[src/common/sop_decoder_pkg.sv]
package sop_decoder_pkg;

    // ----------------------------------------------------------------------
    // Instruction word layout
    // ----------------------------------------------------------------------
    localparam int WORD_W = 18;
    localparam int OPC_HI = 17;
    localparam int OPC_LO = 13;
    localparam int DEFER_BIT = 12;
    localparam int BIT6_POS = 11;
    localparam int CTRL_HI = 10;
    localparam int CTRL_LO = 6;
    localparam int CLASS_HI = 5;
    localparam int CLASS_LO = 0;
    localparam int SIGN_POS = 17;

    localparam logic [4:0] OPC_SKIP = 5'h1a;
    localparam logic [4:0] OPC_OPERATE = 5'h1f;
    localparam logic [4:0] OPC_INOUT = 5'h1d;

    // ----------------------------------------------------------------------
    // Skip group address bits
    // ----------------------------------------------------------------------
    localparam int SKP_ZERO_ACC = 6;
    localparam int SKP_PLUS_ACC = 7;
    localparam int SKP_MINUS_ACC = 8;
    localparam int SKP_NO_OVF = 9;
    localparam int SKP_PLUS_IO = 10;
    localparam int SEL_SW_HI = 5;
    localparam int SEL_SW_LO = 3;
    localparam int SEL_FLAG_HI = 2;
    localparam int SEL_FLAG_LO = 0;

    // ----------------------------------------------------------------------
    // Operate group address bits
    // ----------------------------------------------------------------------
    localparam int OPR_CLEAR_IO = 11;
    localparam int OPR_OR_SWITCHES = 10;
    localparam int OPR_COMPLEMENT = 9;
    localparam int OPR_HALT = 8;
    localparam int OPR_CLEAR_ACC = 7;
    localparam int OPR_FLAG_SET = 3;

    localparam int NUM_FLAGS = 6;
    localparam logic [2:0] SEL_NONE = 3'h0;
    localparam logic [2:0] SEL_ALL = 3'h7;

    // ----------------------------------------------------------------------
    // Register port map and reset values
    // ----------------------------------------------------------------------
    localparam logic [7:0] REG_ACC = 8'h00;
    localparam logic [7:0] REG_INOUT = 8'h04;
    localparam logic [7:0] REG_PC = 8'h08;
    localparam logic [7:0] REG_STATUS = 8'h0c;
    localparam logic [7:0] REG_CONTROL = 8'h10;
    localparam int ST_OVF = 6;
    localparam int ST_HALT = 7;
    localparam int ST_WAIT = 8;
    localparam int ST_PEND = 9;
    localparam int CTL_RUN = 0;
    localparam logic [17:0] WORD_RESET = 18'h00000;
    localparam logic [5:0] FLAGS_RESET = 6'h00;

    typedef enum logic [1:0] {
        RUN_ST = 2'b00,
        WAIT_ST = 2'b01,
        HALT_ST = 2'b10
    } seq_state_type;

endpackage

[src/hdl/skip_operate_inout_decoder.sv]
`timescale 1ns/10ps
// How it works
// - Skip group ORs all selected tests, one cycle.
// - Bit 5 set inverts the skip decision.
// - Skip when accumulator is all zero.
// - Skip on plus or minus accumulator sign.
// - Skip on overflow clear; test clears overflow.
// - Overflow set by arithmetic, cleared by start.
// - Skip when in-out register sign is zero.
// - Skip on zero sense switch, or all.
// - Skip on zero program flag, or all.
// - Operate group performs all selected actions together.
// - All-ones word: clear io, load complemented test word, set all flags, halt.
// - Operate clears in-out register.
// - Operate ORs test word switches into accumulator.
// - Operate complements accumulator.
// - Operate clears accumulator.
// - Operate halts after instruction completes.
// - Operate clears chosen flag, or all.
// - Operate sets chosen flag, or all.
// - In-out with bit 5 waits for completion.
// - Completion expected when bit 6 differs from 5.
// - Pure wait word only awaits pending completion.
// - Class and unit control fields go to devices.
module skip_operate_inout_decoder #(
    parameter int ADDR_W = 12
) (
    input wire logic mclk_i, // 250 MHz clock
    input wire logic resetn_i, // async reset, active low
    input wire logic instr_valid_i, // instruction offered
    input wire logic [17:0] instr_i, // instruction word
    output logic instr_ready_o, // instruction may be taken
    input wire logic arith_overflow_i, // arithmetic overflow pulse
    input wire logic [5:0] sense_switches_i, // console sense switches
    input wire logic [17:0] test_word_switches_i, // console test word
    input wire logic start_switch_i, // console start switch
    input wire logic completion_i, // device completion pulse
    input wire logic [7:0] reg_addr_i, // register byte address
    input wire logic [17:0] reg_wdata_i, // register write data
    input wire logic reg_wr_i, // register write strobe
    input wire logic reg_rd_i, // register read strobe
    output logic [17:0] reg_rdata_o, // read data, one cycle later
    output logic [17:0] accumulator_o, // accumulator contents
    output logic [17:0] inout_o, // in-out register contents
    output logic [ADDR_W-1:0] pc_o, // program counter
    output logic [5:0] program_flags_o, // program flags 1 to 6
    output logic overflow_o, // overflow flag
    output logic halted_o, // processor stopped
    output logic skip_o, // skip taken, one-cycle pulse
    output logic iot_pulse_o, // device activate, one-cycle pulse
    output logic [5:0] iot_class_o, // device class of last transfer
    output logic [4:0] iot_control_o, // unit and break control
    output logic completion_pending_o // completion still awaited
);

    // ----------------------------------------------------------------------
    // Elaboration checks
    // ----------------------------------------------------------------------
    if (ADDR_W < 1 || ADDR_W > 18) begin : g_bad_addr_w
        $error("ADDR_W must lie between 1 and 18");
    end

    // ----------------------------------------------------------------------
    // Console and device input synchronisers
    // ----------------------------------------------------------------------
    logic [25:0] sync_meta, sync_q;
    logic [1:0] edge_prev;
    logic [5:0] sw_sync;
    logic [17:0] tw_sync;
    logic start_sync, comp_sync, start_evt, comp_evt;

    always_ff @(posedge mclk_i or negedge resetn_i) begin
        if (!resetn_i) begin
            sync_meta <= 26'h0000000;
            sync_q <= 26'h0000000;
            edge_prev <= 2'h0;
        end else begin
            sync_meta <= {completion_i, start_switch_i,
                          test_word_switches_i, sense_switches_i};
            sync_q <= sync_meta;
            edge_prev <= sync_q[25:24];
        end
    end

    assign {comp_sync, start_sync, tw_sync, sw_sync} = sync_q;
    // Only the rising edge counts, so a held switch acts once.
    assign start_evt = start_sync & ~edge_prev[0];
    assign comp_evt = comp_sync & ~edge_prev[1];

    // ----------------------------------------------------------------------
    // Decode
    // ----------------------------------------------------------------------
    logic [17:0] accumulator_reg;
    logic [17:0] inout_reg;
    logic [ADDR_W-1:0] pc_reg;
    logic [5:0] flags;
    logic overflow;
    logic pending;
    sop_decoder_pkg::seq_state_type state, next_state;

    logic take;
    logic [4:0] opc;
    logic defer;
    logic bit6;
    logic is_skip, is_opr, is_iot;
    logic skip_any, skip_taken;
    logic expect_pulse;
    logic must_wait;

    // Zero test of one selected bit, or of all six bits when ALL is chosen.
    function automatic logic sel_is_zero(input logic [5:0] v,
                                         input logic [2:0] s);
        logic r;
        r = 1'b0;
        if (s == sop_decoder_pkg::SEL_ALL) begin
            r = (v == 6'h00);
        end else if (s != sop_decoder_pkg::SEL_NONE) begin
            r = ~v[s - 3'h1];
        end
        return r;
    endfunction

    // Mask of flags touched by a flag selector; zero selects none.
    function automatic logic [5:0] sel_mask(input logic [2:0] s);
        logic [5:0] m;
        m = 6'h00;
        if (s == sop_decoder_pkg::SEL_ALL) begin
            m = 6'h3f;
        end else if (s != sop_decoder_pkg::SEL_NONE) begin
            m[s - 3'h1] = 1'b1;
        end
        return m;
    endfunction

    assign instr_ready_o = (state == sop_decoder_pkg::RUN_ST);
    assign take = instr_valid_i & instr_ready_o;
    assign opc = instr_i[sop_decoder_pkg::OPC_HI:sop_decoder_pkg::OPC_LO];
    assign defer = instr_i[sop_decoder_pkg::DEFER_BIT];
    assign bit6 = instr_i[sop_decoder_pkg::BIT6_POS];
    assign is_skip = take & (opc == sop_decoder_pkg::OPC_SKIP);
    assign is_opr = take & (opc == sop_decoder_pkg::OPC_OPERATE);
    assign is_iot = take & (opc == sop_decoder_pkg::OPC_INOUT);

    always_comb begin
        skip_any = 1'b0;
        if (instr_i[sop_decoder_pkg::SKP_ZERO_ACC] &&
            accumulator_reg == 18'h00000) begin
            skip_any = 1'b1;
        end
        if (instr_i[sop_decoder_pkg::SKP_PLUS_ACC] &&
            !accumulator_reg[sop_decoder_pkg::SIGN_POS]) begin
            skip_any = 1'b1;
        end
        if (instr_i[sop_decoder_pkg::SKP_MINUS_ACC] &&
            accumulator_reg[sop_decoder_pkg::SIGN_POS]) begin
            skip_any = 1'b1;
        end
        if (instr_i[sop_decoder_pkg::SKP_NO_OVF] && !overflow) begin
            skip_any = 1'b1;
        end
        if (instr_i[sop_decoder_pkg::SKP_PLUS_IO] &&
            !inout_reg[sop_decoder_pkg::SIGN_POS]) begin
            skip_any = 1'b1;
        end
        if (sel_is_zero(sw_sync, instr_i[sop_decoder_pkg::SEL_SW_HI:
                                          sop_decoder_pkg::SEL_SW_LO])) begin
            skip_any = 1'b1;
        end
        if (sel_is_zero(flags, instr_i[sop_decoder_pkg::SEL_FLAG_HI:
                                        sop_decoder_pkg::SEL_FLAG_LO])) begin
            skip_any = 1'b1;
        end
    end

    // All tests are evaluated in parallel, so any mix still takes one cycle.
    assign skip_taken = is_skip & (skip_any ^ defer);

    // A pulse comes back only when bit 6 differs from bit 5.
    assign expect_pulse = is_iot & (bit6 != defer);
    // A wait with no pulse outstanding would hang, so it falls through.
    assign must_wait = is_iot & defer &
                       (expect_pulse | pending);

    // ----------------------------------------------------------------------
    // Sequencing
    // ----------------------------------------------------------------------
    always_comb begin
        next_state = state;
        case (state)
            sop_decoder_pkg::RUN_ST: begin
                if (is_opr && instr_i[sop_decoder_pkg::OPR_HALT]) begin
                    next_state = sop_decoder_pkg::HALT_ST;
                end else if (must_wait) begin
                    next_state = sop_decoder_pkg::WAIT_ST;
                end
            end
            sop_decoder_pkg::WAIT_ST: begin
                // Sequencing resumes on the cycle after the pulse is seen.
                if (comp_evt) begin
                    next_state = sop_decoder_pkg::RUN_ST;
                end
            end
            sop_decoder_pkg::HALT_ST: begin
                if (start_evt || (reg_wr_i &&
                    reg_addr_i == sop_decoder_pkg::REG_CONTROL &&
                    reg_wdata_i[sop_decoder_pkg::CTL_RUN])) begin
                    next_state = sop_decoder_pkg::RUN_ST;
                end
            end
            default: begin
                next_state = sop_decoder_pkg::RUN_ST;
            end
        endcase
    end

    always_ff @(posedge mclk_i or negedge resetn_i) begin
        if (!resetn_i) begin
            state <= sop_decoder_pkg::RUN_ST;
        end else begin
            state <= next_state;
        end
    end

    // ----------------------------------------------------------------------
    // Program counter
    // ----------------------------------------------------------------------
    always_ff @(posedge mclk_i or negedge resetn_i) begin
        if (!resetn_i) begin
            pc_reg <= '0;
        end else if (reg_wr_i && reg_addr_i == sop_decoder_pkg::REG_PC) begin
            pc_reg <= reg_wdata_i[ADDR_W-1:0];
        end else if (take) begin
            pc_reg <= pc_reg + (skip_taken ? ADDR_W'(2) : ADDR_W'(1));
        end
    end

    // ----------------------------------------------------------------------
    // Accumulator and in-out register
    // ----------------------------------------------------------------------
    logic [17:0] next_acc;

    always_comb begin
        next_acc = accumulator_reg;
        if (instr_i[sop_decoder_pkg::OPR_CLEAR_ACC]) begin
            next_acc = 18'h00000;
        end
        if (instr_i[sop_decoder_pkg::OPR_OR_SWITCHES]) begin
            next_acc = next_acc | tw_sync;
        end
        if (instr_i[sop_decoder_pkg::OPR_COMPLEMENT]) begin
            next_acc = ~next_acc;
        end
    end

    always_ff @(posedge mclk_i or negedge resetn_i) begin
        if (!resetn_i) begin
            accumulator_reg <= sop_decoder_pkg::WORD_RESET;
        end else if (reg_wr_i &&
                     reg_addr_i == sop_decoder_pkg::REG_ACC) begin
            accumulator_reg <= reg_wdata_i;
        end else if (is_opr) begin
            accumulator_reg <= next_acc;
        end
    end

    always_ff @(posedge mclk_i or negedge resetn_i) begin
        if (!resetn_i) begin
            inout_reg <= sop_decoder_pkg::WORD_RESET;
        end else if (reg_wr_i &&
                     reg_addr_i == sop_decoder_pkg::REG_INOUT) begin
            inout_reg <= reg_wdata_i;
        end else if (is_opr && instr_i[sop_decoder_pkg::OPR_CLEAR_IO]) begin
            inout_reg <= sop_decoder_pkg::WORD_RESET;
        end
    end

    // ----------------------------------------------------------------------
    // Program flags
    // ----------------------------------------------------------------------
    logic [5:0] flag_mask;

    assign flag_mask = sel_mask(instr_i[sop_decoder_pkg::SEL_FLAG_HI:
                                        sop_decoder_pkg::SEL_FLAG_LO]);

    always_ff @(posedge mclk_i or negedge resetn_i) begin
        if (!resetn_i) begin
            flags <= sop_decoder_pkg::FLAGS_RESET;
        end else if (reg_wr_i &&
                     reg_addr_i == sop_decoder_pkg::REG_STATUS) begin
            flags <= reg_wdata_i[5:0];
        end else if (is_opr) begin
            if (instr_i[sop_decoder_pkg::OPR_FLAG_SET]) begin
                flags <= flags | flag_mask;
            end else begin
                flags <= flags & ~flag_mask;
            end
        end
    end

    // ----------------------------------------------------------------------
    // Overflow flag
    // ----------------------------------------------------------------------
    // A new overflow wins over a clear in the same cycle, so none is lost.
    always_ff @(posedge mclk_i or negedge resetn_i) begin
        if (!resetn_i) begin
            overflow <= 1'b0;
        end else if (arith_overflow_i) begin
            overflow <= 1'b1;
        end else if (start_evt) begin
            overflow <= 1'b0;
        end else if (is_skip && instr_i[sop_decoder_pkg::SKP_NO_OVF]) begin
            overflow <= 1'b0;
        end
    end

    // ----------------------------------------------------------------------
    // In-out transfer control
    // ----------------------------------------------------------------------
    always_ff @(posedge mclk_i or negedge resetn_i) begin
        if (!resetn_i) begin
            pending <= 1'b0;
        end else if (expect_pulse) begin
            pending <= 1'b1;
        end else if (comp_evt) begin
            pending <= 1'b0;
        end
    end

    always_ff @(posedge mclk_i or negedge resetn_i) begin
        if (!resetn_i) begin
            iot_pulse_o <= 1'b0;
            iot_class_o <= 6'h00;
            iot_control_o <= 5'h00;
        end else begin
            iot_pulse_o <= is_iot;
            if (is_iot) begin
                iot_class_o <= instr_i[sop_decoder_pkg::CLASS_HI:
                                       sop_decoder_pkg::CLASS_LO];
                iot_control_o <= instr_i[sop_decoder_pkg::CTRL_HI:
                                         sop_decoder_pkg::CTRL_LO];
            end
        end
    end

    always_ff @(posedge mclk_i or negedge resetn_i) begin
        if (!resetn_i) begin
            skip_o <= 1'b0;
        end else begin
            skip_o <= skip_taken;
        end
    end

    // ----------------------------------------------------------------------
    // Register read port
    // ----------------------------------------------------------------------
    always_ff @(posedge mclk_i or negedge resetn_i) begin
        if (!resetn_i) begin
            reg_rdata_o <= 18'h00000;
        end else if (reg_rd_i) begin
            case (reg_addr_i)
                sop_decoder_pkg::REG_ACC: reg_rdata_o <= accumulator_reg;
                sop_decoder_pkg::REG_INOUT: reg_rdata_o <= inout_reg;
                sop_decoder_pkg::REG_PC: reg_rdata_o <= 18'(pc_reg);
                sop_decoder_pkg::REG_STATUS: begin
                    reg_rdata_o <= {8'h00,
                                    pending,
                                    state == sop_decoder_pkg::WAIT_ST,
                                    state == sop_decoder_pkg::HALT_ST,
                                    overflow,
                                    flags};
                end
                default: reg_rdata_o <= 18'h00000;
            endcase
        end else begin
            reg_rdata_o <= 18'h00000;
        end
    end

    assign accumulator_o = accumulator_reg;
    assign inout_o = inout_reg;
    assign pc_o = pc_reg;
    assign program_flags_o = flags;
    assign overflow_o = overflow;
    assign halted_o = (state == sop_decoder_pkg::HALT_ST);
    assign completion_pending_o = pending;

endmodule

[config.mk]
export PLATFORM = sky130hd
export DESIGN_NAME = skip_operate_inout_decoder
export DESIGN_NICKNAME = d
export VERILOG_FILES = /design/src/common/sop_decoder_pkg.sv /design/src/hdl/skip_operate_inout_decoder.sv
export SDC_FILE = /design/constraint.sdc
export NUM_CORES = 1
export LEC_CHECK = 0
export BUFFER_PORTS_ARGS = -buffer_cell sky130_fd_sc_hd__buf_2
export CORE_AREA = 2 2 120 122
export CTS_CLUSTER_DIAMETER = 200
export DETAILED_ROUTE_END_ITERATION = 10
export DIE_AREA = 0 0 122 124
export GPL_ROUTABILITY_DRIVEN = 0
export PLACE_DENSITY = 0.8
export SLEW_MARGIN = 20
export SYNTH_ARGS = -nofsm -noshare
export SYNTH_HDL_FRONTEND = slang
export SYNTH_SLANG_ARGS = --single-unit
[constraint.sdc]
create_clock -name mclk_i -period 3.1 [get_ports mclk_i]
set_input_delay 0.155 -clock mclk_i [delete_from_list [all_inputs] [get_ports mclk_i]]
set_output_delay 0.155 -clock mclk_i [all_outputs]
set_load 0.03 [all_outputs]
== Word-level counts from Yosys, hierarchy flattened ==
Cells that the tools add are included.
Cells by class
  add/sub/neg operators: 3
  order comparisons: 3
  equality and inequality tests: 15
  mux-type cells: 44
  bitwise gates (word level): 21
  reductions and logical operators: 33
Operators by type and width (count)
  18-bit 2-to-1 mux: 8
  18-bit case mux with 4 select lines: 1
  6-bit 2-to-1 mux: 5
  12-bit 2-to-1 mux: 2
  1-bit 2-to-1 mux: 19
  18-bit zero test: 1
  18-bit NOT: 1
  18-bit bitwise OR: 1
  8-bit by 4-bit == test with 1-bit output, second input constant: 2
  5-bit == test, second input constant: 3
  1-bit logical AND: 15
  12-bit by 2-bit adder with 12-bit output: 1
  6-bit zero test: 2
  1-bit bitwise AND: 10
  2-bit 2-to-1 mux: 5
  2-bit nonzero test: 5
  3-bit nonzero test: 3
  8-bit by 3-bit == test with 1-bit output, second input constant: 1
  8-bit by 5-bit == test with 1-bit output, second input constant: 1
  8-bit zero test: 1
  3-bit by 4-bit less-than comparator with 1-bit output, second input constant: 2
  6-bit bitwise AND: 1
  1-bit binary-select mux with 3-bit select: 2
  3-bit == test, second input constant: 2
  other kinds (19): 25
Word-level totals
  flip-flop bits (word level): 143
  output and inout port bits: 89
  word-level logic and storage cells: 134

== Logic depth before layout (Yosys ltp) ==
Gate-level depths: netlist (run 1).
  word-level depth: 15
  depth in mapped cells: 16
  mapped depth without buffers: 15

== Worst setup path before layout (run 1) ==
Ideal clock, no wire load.
  path type: input port to flip-flop
  start point: input instr_i[0]
  end point: register pc_reg[8], in the netlist pc_o[8]
  data arrival time: 3092 ps
  path slack: -69 ps
  stages: 16
  path buffers: 2
  cells stage by stage: clkbuf_1 inv_1 ha_1 clkbuf_1 nor4bb_1 o31ai_1 nand3_1 a31oi_1 nor2_1 ha_1 inv_1 fa_1 nor2_1 nand4_1 xor2_1 a21oi_1
On the way
  longest elaborated chain between the ends: 13
Ends and longest elaborated chain
  from (decl): RTL line skip_operate_inout_decoder.sv:31  | input wire logic [17:0] instr_i,
  3-bit by 1-bit subtractor with 3-bit output: RTL line skip_operate_inout_decoder.sv:118  | r = ~v[s - 3'h1];
  1-bit binary-select mux with 3-bit select: RTL line skip_operate_inout_decoder.sv:118
  1-bit 2-to-1 mux (not written as such): RTL line skip_operate_inout_decoder.sv:118
  1-bit NOT: RTL line skip_operate_inout_decoder.sv:118
  1-bit 2-to-1 mux: RTL line skip_operate_inout_decoder.sv:117  | end else if (s != sop_decoder_pkg::SEL_NONE) begin
  1-bit 2-to-1 mux *: RTL line skip_operate_inout_decoder.sv:115  | if (s == sop_decoder_pkg::SEL_ALL) begin
  1-bit 2-to-1 mux *: RTL line skip_operate_inout_decoder.sv:169  | if (sel_is_zero(flags, instr_i[sop_decoder_pkg::SEL_FLAG_HI:
  1-bit XOR *: RTL line skip_operate_inout_decoder.sv:176  | assign skip_taken = is_skip & (skip_any ^ defer);
  1-bit bitwise AND *: RTL line skip_operate_inout_decoder.sv:176
  2-bit 2-to-1 mux *: RTL line skip_operate_inout_decoder.sv:233  | pc_reg <= pc_reg + (skip_taken ? ADDR_W'(2) : ADDR_W'(1));
  12-bit by 2-bit adder with 12-bit output *: RTL line skip_operate_inout_decoder.sv:233
  12-bit 2-to-1 mux *: RTL line skip_operate_inout_decoder.sv:232  | end else if (take) begin
  12-bit 2-to-1 mux *: RTL line skip_operate_inout_decoder.sv:230  | end else if (reg_wr_i && reg_addr_i == sop_decoder_pkg::REG_PC) begin
  to (signal assigned): RTL line skip_operate_inout_decoder.sv:231  | pc_reg <= reg_wdata_i[ADDR_W-1:0];
  to (signal assigned): RTL line skip_operate_inout_decoder.sv:233
  to (decl): RTL line skip_operate_inout_decoder.sv:95  | logic [ADDR_W-1:0] pc_reg;
Every way passes the cells marked *; elsewhere a longest branch is shown, timed or not. The select of a mux whose other input is x is not followed.
A chain may end at the register's enable or synchronous reset.

==> flow_summary.toml, run 1 <==
[cells_and_area]
multi_input_area_sq_um = 2740
regArea_sq_um = 3580
layout-area-overhead-vs-synth_pct = 34.5
layout-drive-gt1-share_pct = 32.5
nets = 914
fillers = 1065
fin_area_sq_um = 8730

[cts]
clk_pin_slew_ps = 60
tritoncts = "yes"
insertion_delay_ps = 420
cts_sinks = 143
clockBufferDepth = 2
cts_inserted_buffers = 17
cts-root-buf = "clkbuf_16"
htreeDepth = 4

[timing]
hold-worst-slack_ps = 17.7
min_period_ps = 3020
fin_crit_sh_pct = 97.3
final.setup_skew_ps = 7.87
rsz0062_at_grt = "yes"
fmax_ghz = 0.331
tns_ps = 0
setup_viol = 0
finalHoldViolCount = 0
slew_violations = 0
worst_pin_slew_ps = 808
slew_headroom_pct = 46.0

[critical_path]
endpoint_kind = "register"
worstSetupPathType = "reg -> reg"
cp-start-kind = "register"
cp.required_ps = 3370
path_max_fanout = 3
rrSetupSlack_ps = 80
crit_arrival_ps = 3290

[yosys]
seq_area_frac_synth_pct = 55.2
ys_types = 58
synth_top_family_by_area = "simple AND/OR/NAND/NOR gates"
synth_edf_count = 0
yosysWarnings = 0
synth-simple-area-share_pct = 16.2
muxShareOfSynthArea_pct = 8.87
ys_ff_latch = 143
syn_nets = 695
synthAdderAreaFrac_pct = 2.04
synth_flop_cell = "dfrtp_1"
synth_compound_area_share_pct = 12.7
synth_xor_area_share_pct = 1.62
syn_area_per_cell_sq_um = 10.7
async_flop_share_pct = 100
synthesis.area_sq_um = 6490
synthCells = 609

[detailed_routing]
ant_nets = 0
vias = 5637
viasPerCell = 5.52
drc = 0
dr.pass1.iters = 5
wl_per_cell_um = 17.6
first_iter_violations = 566
totalWireLength_um = 18000

[global_route]
grt_use_total_pct = 24.2
grt-ovfl-total = 0
antenna_found_initial = 2
grt_pass1_vias = 5306
grt_max_degree = 76
grt_pass1_wl_um = 27500

[place]
dpl.hpwl_um = 12500
place_area_sq_um = 7620
port_buffers = 164

[power_and_ir_drop]
powerDensity_nw_per_um2 = 670
ir_drop_v = 0.000475
p_leak_nw = 4.21

[die]
rows = 43
die_y_um = 124
fp.dieW_um = 122
die_area_sq_um = 15100
start_util_pct = 47.3
core_sq_um = 13700
io-pin-count = 165

[run]
maxCapViolCount = 0

[status]
status = "complete, no violations"

[worst_hold_path]
worst_hold_path_type = "in -> reg"
-- cell usage after synthesis, types with 3 or more instances --
library cell | number | share of area, %
nor4_1 | 5 | 0.48
nor2_1 | 51 | 3.0
nand3_1 | 10 | 0.77
buf_1 | 3 | 0.17
a21oi_2 | 3 | 0.41
buf_4 | 3 | 0.35
nand2_1 | 71 | 4.1
buf_2 | 9 | 0.69
xnor2_1 | 4 | 0.54
dfrtp_1 | 143 | 55
ha_1 | 9 | 1.7
o21ai_0 | 16 | 1.2
mux2_2 | 11 | 1.9
o21ai_1 | 7 | 0.54
nand2b_1 | 21 | 2.0
nor2b_1 | 15 | 1.4
o22ai_1 | 18 | 1.7
a21oi_1 | 92 | 7.1
clkbuf_1 | 20 | 1.2
and4_1 | 5 | 0.67
xor2_1 | 8 | 1.1
mux4_2 | 12 | 4.2
mux2i_1 | 17 | 2.6
inv_1 | 11 | 0.64
-- cells in the final DEF, fill, tap and decap left out, drive strengths merged, types with 2 or more instances in the layout --
cell type    instances
a21oi               95
and2                 2
and3                 2
and3b                2
and4                 5
and4b                2
buf                197
bufinv               4
clkbuf              19
clkinv               2
dfrtp              143
dlygate4sd3         40
ha                   9
inv                 18
mux2                12
mux2i               17
mux4                12
nand2               71
nand2b              21
nand3               10
nand4                2
nor2                51
nor2b               15
nor3                 3
nor4                 6
nor4b                2
nor4bb               2
o21ai               23
o22ai               18
o311ai               2
o31ai                2
or2                  2
or4                  3
xnor2                4
xor2                 8
-- flip-flops by register name, indices dropped and copies added (netlist names), named ones only --
name and count:
iot_control_o 5, skip_o 1, state 2, iot_class_o 6
overflow_o 1, iot_pulse_o 1, sync_meta 26, pc_o 12
reg_rdata_o 18, completion_pending_o 1, edge_prev 2, accumulator_o 18
inout_o 18, sync_q 26
-- power by group --
group          total (mW)  switching, mW  internal, mW
sequential           2.29          0.222          2.07
clock                2.23          0.816          1.41
combinational        1.34          0.798         0.538
total                5.85           1.84          4.01
-- path summary, 6_finish.rpt --
check | cells after the start | to | startpoint
worst max-delay path | 12 | pc_o[7]$_DFFE_PN0P_ | register
worst max register to register | 12 | pc_o[7]$_DFFE_PN0P_ | register
max in group asynchronous | 3 | pc_o[11]$_DFFE_PN0P_ | resetn_i
min in group asynchronous | 2 | async pin | resetn_i
worst min-delay path | 3 | inout_o[8]$_DFFE_PN0P_ | reg_wdata_i[8]
worst min register to register | 0 | sync_q[11]$_DFF_PN0_ | sync_meta[11]$_DFF_PN0_
-- stage by stage --
stage / utilization (%) / worst slack [ps] / instances / total power [mW]
floorplan: - / 1.94 / 609 / 3.05
global placement: 55.5 / 48.2 / 947 / 3.52
detailed placement: 55.5 / -32.9 / 947 / 3.56
CTS: 63.2 / 15.2 / 1019 / 5.84
global route: 63.6 / -41.4 / 1022 / 6.07
finish: 63.6 / 83.3 / 1022 / 5.85
-- critical path: stages, from the launching register on --
cell and delay [ps]:
dfrtp_1 400, or4_1 530, a222oi_1 270, nand3_1 160
and4_1 190, or2_1 230, ha_1 280, a21oi_1 200
nor2_2 80, buf_4 150, nand3_1 100, xor2_1 170
a21oi_1 90
-- per-layer routing --
layer	track usage, %	part of all wire, %
met1	30.8	39
met2	37.5	47
met3	6.23	8.9
met4	14.2	5.2
met5	0	0.072
-- kinds of logic after synthesis --
logic type      Yosys count
compound gates          149
xor+xnor                 12
fa+ha+maj                10
buf+inv                  49
flops                   143
mux                      41
simple gates            205
-- area by class of cell --
class                   instances  area share, %
diodes                          1         0.0287
repair buffers                237           17.0
well taps                     180           2.58
flip-flops and latches        143           41.0
clock buffers                  19           5.19
multi-input cells             417           31.4
clock inverters                13           2.29
inverters                      12          0.516
-- repair_timing --
item                                   in CTS  in global routing
resized for setup                           1                  8
endpoints found under the hold margin     107                  0
pin swaps                                   0                  5
hold buffers                               40                  0
setup endpoints to repair                   3                 10
setup buffers                               0                  2
Power figures use the tool's default switching activity.
==> run 2, diff against run 1 <==
--- a/config.mk
+++ b/config.mk
@@ -5,6 +5,7 @@
 export SDC_FILE = /design/constraint.sdc
 export NUM_CORES = 1
 export LEC_CHECK = 0
+export ABC_AREA = 1
 export BUFFER_PORTS_ARGS = -buffer_cell sky130_fd_sc_hd__buf_2
 export CORE_AREA = 2 2 120 122
 export CTS_CLUSTER_DIAMETER = 200
==> run 2 against run 1 <==
Power is 3.5% lower. Maximum frequency is 3.7% higher. Sequential cell count stayed put. Combinational power is 4% lower. Final area is 1.8% lower. Cell count is 8.7% higher. Utilization is 1.1 points lower. Synthesized cell count is 16% higher. Synthesized area is 0.81% higher. Hold slack better by 10 ps. Critical path type unchanged.
==> flow_summary.toml, run 2 <==
[status]
status = "complete, no violations"

[yosys]
yosysMostFrequentCell = "dfrtp_1"
synthesis.area_sq_um = 6540
syn_area_per_cell_sq_um = 9.29
async_flop_share_pct = 100
seq_area_frac_synth_pct = 54.7
yosysTopAreaCell = "dfrtp_1"
syn_nets = 790
synth_flop_cell = "dfrtp_1"
synthTopCellsByArea = "dfrtp_1, nand2_1, inv_1, nand3_1, xor2_1"
synth_common_cells = "dfrtp_1, nand2_1, inv_1, nand3_1, o21ai_0"
synth_edf_count = 0
yosysWarnings = 0
synthCells = 704
ys_types = 37
synth_top_area_share_pct = 54.7
ys_ff_latch = 143

[timing]
slew_headroom_pct = 49.1
fin_crit_sh_pct = 93.8
finalHoldViolCount = 0
setup_viol = 0
final.setup_skew_ps = 5.21
tns_ps = 0
slew_violations = 0
worst_pin_slew_ps = 764
fmax_ghz = 0.344
min_period_ps = 2910

[power_and_ir_drop]
power.share.clock_pct = 37.4
pwr-share-comb_pct = 22.8
ir_drop_v = 0.000329
p_int_mw = 3.80
fin_total_pwr_mw = 5.64
switching_share_pct = 32.6
p_switching_mw = 1.84
p_leak_nw = 4.35
powerDensity_nw_per_um2 = 658
p_seq_share_pct = 39.8

[global_route]
grt_use_total_pct = 25.1
antenna_found_initial = 0
grt_pass1_wl_um = 28600
grt_max_degree = 84
grt_pass1_vias = 5418
grt-ovfl-total = 0

[critical_path]
worstSetupPathType = "reg -> reg"
worst_path_max_delay_cell = "dfrtp_1"
max_stage_delay_ps = 460
worst_path_most_repeated_cell = "nand2_1"
path_max_fanout = 5
r2r_cells = 18
reg2reg_to = "pc_o[6]$_DFFE_PN0P_"
crit_arrival_ps = 3200
critPathCapture = "pc_o[6]$_DFFE_PN0P_"
path_cells = "nor2_1 -> nand2_1 -> a21oi_1 -> nand3_1 -> nor2_1 -> nand2_1 -> nand2_1 -> nand2_1 -> nand3_2 -> ha_1 -> inv_1 -> fa_1 -> nor3_2 -> buf_4 -> nand3_1 -> buf_4 -> xor2_1 -> o221ai_1"
cp-start-kind = "register"
endpoint_kind = "register"
cp.required_ps = 3390
rrSetupSlack_ps = 190

[detailed_routing]
viasPerCell = 5.32
ant_nets = 0
drc = 0
vias = 5911
wl_per_cell_um = 16.9
dr.pass1.iters = 5
first_iter_violations = 554
totalWireLength_um = 18700

[cts]
cts-root-buf = "clkbuf_16"
cts_inserted_buffers = 17
htreeDepth = 4
tritoncts = "yes"
cts_sinks = 143
clk_pin_slew_ps = 60
clockBufferDepth = 2
insertion_delay_ps = 430

[place]
dpl.hpwl_um = 13400
port_buffers = 164

[cells_and_area]
mostFrequentLayoutCells = "buf_2, dfrtp_1, nand2_1, inv_1, nand3_1"
nets = 1003
largestRegisters = "sync_meta x26, sync_q x26"
fillers = 1165
layout-area-overhead-vs-synth_pct = 31.1
layout-drive-gt1-share_pct = 27.3
final_common_cell = "buf_2"

[die]
core_sq_um = 13700
die_area_sq_um = 15100
start_util_pct = 47.7
fp.dieW_um = 122
die_y_um = 124
rows = 43
io-pin-count = 165

[run]
maxCapViolCount = 0

[worst_hold_path]
hp-start = "instr_i[5]"
worst_hold_path_type = "in -> reg"
## run 2: changes by cell type in the layout (fill, tap and decap cells not counted), moves of 18 or more
cell      delta
nand2_1     +56
xor2_1      +19
nand2b_1    -21
inv_1       +92
a21oi_1     -64
o21ai_0     +30
o221ai_1    +18
nand3_1     +45
## run 2: through the flow
stage | setup WS, ps | instances | hold WS (ps) | utilization, % | area [sq um]
3_3_place_gp | -23.7 | 1047 | 253 | 55.6 | 7630
4_1_cts | 105 | 1110 | 9.91 | 62.3 | 8550
6_report | 192 | 1111 | 27.7 | 62.5 | 8570
2_1_floorplan | 114 | 704 | -141 | - | 6540
5_1_grt | -42.6 | 1110 | 32.8 | 62.5 | 8570
3_5_place_dp | -151 | 1047 | 256 | 55.6 | 7630
## run 2: kinds of logic after synthesis
logic type               after synthesis  synth area share [%]
XOR/XNOR                              29                  3.88
AO/OA/AOI/OAI                        138                  13.9
AND/OR/NAND/NOR                      254                  17.4
buffers and inverters                130                  8.07
flip-flops                           143                  54.7
adder cells (fa/ha/maj)               10                  2.03
## run 2: how the worst min path moves through the flow
stage	end	cells past startpoint	slack [ps]
2_1_floorplan	async pin	0	-140
3_3_place_gp	reg_rdata_o[9]$_DFF_PN0_	1	250
3_5_place_dp	reg_rdata_o[15]$_DFF_PN0_	1	260
4_1_cts	inout_o[12]$_DFFE_PN0P_	3	10
5_1_grt	inout_o[17]$_DFFE_PN0P_	3	30
6_report	iot_class_o[5]$_DFFE_PN0P_	3	30
## run 2: timing repair
| item | CTS | global route |
|---|---|---|
| endpoints found under the hold margin | 109 | 0 |
| buffers inserted | 0 | 0 |
| gates resized for setup | 0 | 5 |
| hold buffers | 31 | 0 |
| endpoints found under the setup margin | 0 | 3 |
## run 2: area by class of cell
cell class                      instances  area (sq um)  share of cell area (%)
Antenna cell                            1          2.50                  0.0292
Clock buffer                           19           453                    5.28
Clock inverter                         13           161                    1.88
Inverter                              108           405                    4.73
Multi-Input combinational cell        431          2450                    28.6
Sequential cell                       143          3580                    41.8
Tap cell                              180           225                    2.63
Timing Repair Buffer                  216          1290                    15.1
## run 2: critical path: cells and delay by family (launching register included)
kind                       cells  cell delay [ps]
buffers and inverters          3              370
adders and majority gates      2              590
xor gates and xnor gates       1              120
and+or+nand+nor               10             1020
AOI/OAI and AO/OA              2              230
DFF                            1              460
## run 2: metal layers
layer	track usage, %	vias to the layer above	part of all wire (%)	wire length [um]
met1	33.1	2810	41	7720
met2	39.8	293	48	8970
met3	5.36	51	7.7	1440
met4	12.0	0	3.2	609
li1	-	2757	-	-
met5	0	-	0	0
## run 2: power groups by stage
stage / combinational (mW) / sequential [mW] / clock, mW
after global routing: 1.39 / 2.26 / 2.22
after detailed placement: 1.23 / 2.27 / 0
after floorplan: 0.447 / 2.57 / 0
after global placement: 1.21 / 2.26 / 0
final: 1.29 / 2.24 / 2.11
after CTS: 1.27 / 2.24 / 2.13
==> run 3, diff against run 2 <==
--- a/config.mk
+++ b/config.mk
@@ -7,12 +7,13 @@
 export LEC_CHECK = 0
 export ABC_AREA = 1
 export BUFFER_PORTS_ARGS = -buffer_cell sky130_fd_sc_hd__buf_2
-export CORE_AREA = 2 2 120 122
+export CAP_MARGIN = 20
+export CORE_AREA = 2 2 113 115
 export CTS_CLUSTER_DIAMETER = 200
 export DETAILED_ROUTE_END_ITERATION = 10
-export DIE_AREA = 0 0 122 124
+export DIE_AREA = 0 0 115 117
 export GPL_ROUTABILITY_DRIVEN = 0
-export PLACE_DENSITY = 0.8
+export PLACE_DENSITY = 0.85
 export SLEW_MARGIN = 20
 export SYNTH_ARGS = -nofsm -noshare
 export SYNTH_HDL_FRONTEND = slang
==> constraint.sdc (replaced) <==
create_clock -name mclk_i -period 3.52 [get_ports mclk_i]
set_input_delay 0.176 -clock mclk_i [delete_from_list [all_inputs] [get_ports mclk_i]]
set_output_delay 0.176 -clock mclk_i [all_outputs]
set_load 0.03 [all_outputs]
==> run 3 against run 2 <==
Largest power group is now the clock network. Critical path depth down 2. Die area down 11%. Combinational power down 16%. Highest routed layer unchanged. Power down 9.9%. Register-to-register slack better by 180 ps. Routed wire length down 5.5%. Final area down 1.6%. Utilization up 6.0 points. First-iteration DRC count up 2.7%.
==> flow_summary.toml, run 3 (synthesis results as in run 2) <==
[status]
status = "complete, no violations"

[detailed_routing]
first_iter_violations = 569
viasPerCell = 5.57
vias = 5908
wl_per_cell_um = 16.7
ant_nets = 0
drc = 0
totalWireLength_um = 17700
dr.pass1.iters = 7

[timing]
worst_pin_slew_ps = 827
tns_ps = 0
final.setup_skew_ps = 7.65
fin_crit_sh_pct = 89.4
rsz0062_at_grt = "no"
min_period_ps = 3150
hold-worst-slack_ps = 24.4
finalHoldViolCount = 0
fmax_ghz = 0.318
setup_viol = 0
slew_headroom_pct = 44.9
slew_violations = 0

[die]
start_util_pct = 53.1
core_sq_um = 12300
die_y_um = 117
rows = 41
fp.dieW_um = 115
die_area_sq_um = 13500
io-pin-count = 165

[critical_path]
crit_arrival_ps = 3450
path_max_fanout = 5
worst_path_max_delay_cell = "dfrtp_1"
max_stage_delay_ps = 460
path_cells = "nand2_1 -> o21ai_0 -> nor2_1 -> o21a_1 -> nand2_1 -> nor2_1 -> nand3_1 -> nand3_1 -> ha_1 -> inv_1 -> fa_1 -> nor3_1 -> nand3_1 -> nor3_1 -> xor2_1 -> o21bai_1"
worst_path_most_repeated_cell = "nand3_1"
worstSetupPathType = "reg -> reg"
cp-start-kind = "register"
endpoint_kind = "register"
cp.required_ps = 3820

[global_route]
grt_pass1_vias = 5537
antenna_found_initial = 0
grt_pass1_wl_um = 27900
grt-ovfl-total = 0
grt_use_total_pct = 27.3
grt_max_degree = 92

[cts]
cts_inserted_buffers = 17
htreeDepth = 4
tritoncts = "yes"
clk_pin_slew_ps = 60
insertion_delay_ps = 430
clockBufferDepth = 2
cts_resized = 0
cts_setup_buffers = 0
cts_hold_buf = 29
cts_sinks = 143
cts-root-buf = "clkbuf_16"

[cells_and_area]
layout-area-overhead-vs-synth_pct = 28.9
diodes = 0
nets = 984
fillers = 950
mostFrequentLayoutCells = "buf_2, dfrtp_1, nand2_1, inv_1, nand3_1"
final_common_cell = "buf_2"
largestRegisters = "sync_meta x26, sync_q x26"
layout-drive-gt1-share_pct = 25.5

[power_and_ir_drop]
p_leak_nw = 4.29
powerDensity_nw_per_um2 = 603
fin_total_pwr_mw = 5.08
ir_drop_v = 0.000454

[worst_hold_path]
worst_hold_path_type = "in -> reg"

[place]
dpl.hpwl_um = 12700
port_buffers = 164

[run]
maxCapViolCount = 0
[run 3: power breakdown]
group / leakage, nW / switching, mW / total, mW / internal (mW)
Clock: 0.315 / 0.697 / 2.02 / 1.32
Sequential: 1.79 / 0.158 / 1.98 / 1.82
Combinational: 2.19 / 0.734 / 1.08 / 0.349
[run 3: stage by stage]
stage / worst slack (ps) / area [sq um] / cells / utilization (%)
after floorplan: 513 / 6540 / 704 / -
after global placement: 315 / 7470 / 1000 / 60.7
after detailed placement: 222 / 7470 / 1000 / 60.7
after CTS: 439 / 8430 / 1061 / 68.5
after global routing: 93.7 / 8430 / 1061 / 68.5
final: 374 / 8430 / 1061 / 68.5
[run 3: routing by layer]
layer,global-route usage [%],vias up,routed length (um)
met5,0,-,0
met1,35.6,2770,6960
met2,42.5,337,8400
li1,-,2726,-
met3,7.62,75,1590
met4,13.7,0,761
[run 3: worst paths after layout]
| kind | from | end | slack, ps | cells past startpoint |
|---|---|---|---|---|
| worst min register to register | sync_meta[14]$_DFF_PN0_ | sync_q[14]$_DFF_PN0_ | 340 | 0 |
| worst min-delay path | instr_i[6] | iot_control_o[0]$_DFFE_PN0P_ | 20 | 3 |
| worst max-delay path | accumulator_o[17]$_DFFE_PN0P_ | pc_o[8]$_DFFE_PN0P_ | 370 | 16 |
| max in group asynchronous | resetn_i | sync_meta[25]$_DFF_PN0_ | 2340 | 3 |
| worst max register to register | accumulator_o[17]$_DFFE_PN0P_ | pc_o[8]$_DFFE_PN0P_ | 370 | 16 |
| min in group asynchronous | resetn_i | reg_rdata_o[13]$_DFF_PN0_ | 380 | 2 |
[run 3: cell type report]
type	count	area (sq um)	share of cell area, %
inverters	108	405	4.81
multi-input cells	431	2430	28.9
clock buffers	17	425	5.04
repair buffers	197	1160	13.8
flip-flops and latches	143	3580	42.4
clock inverters	15	243	2.88
well taps	150	188	2.23
[run 3: critical path: cells and delay by family, from the launching register on]
kind | cells | cell delay (ps)
simple gates | 9 | 1430
fa+ha+maj | 2 | 600
flops | 1 | 460
compound gates | 3 | 300
xor+xnor | 1 | 170
buf+inv | 1 | 60
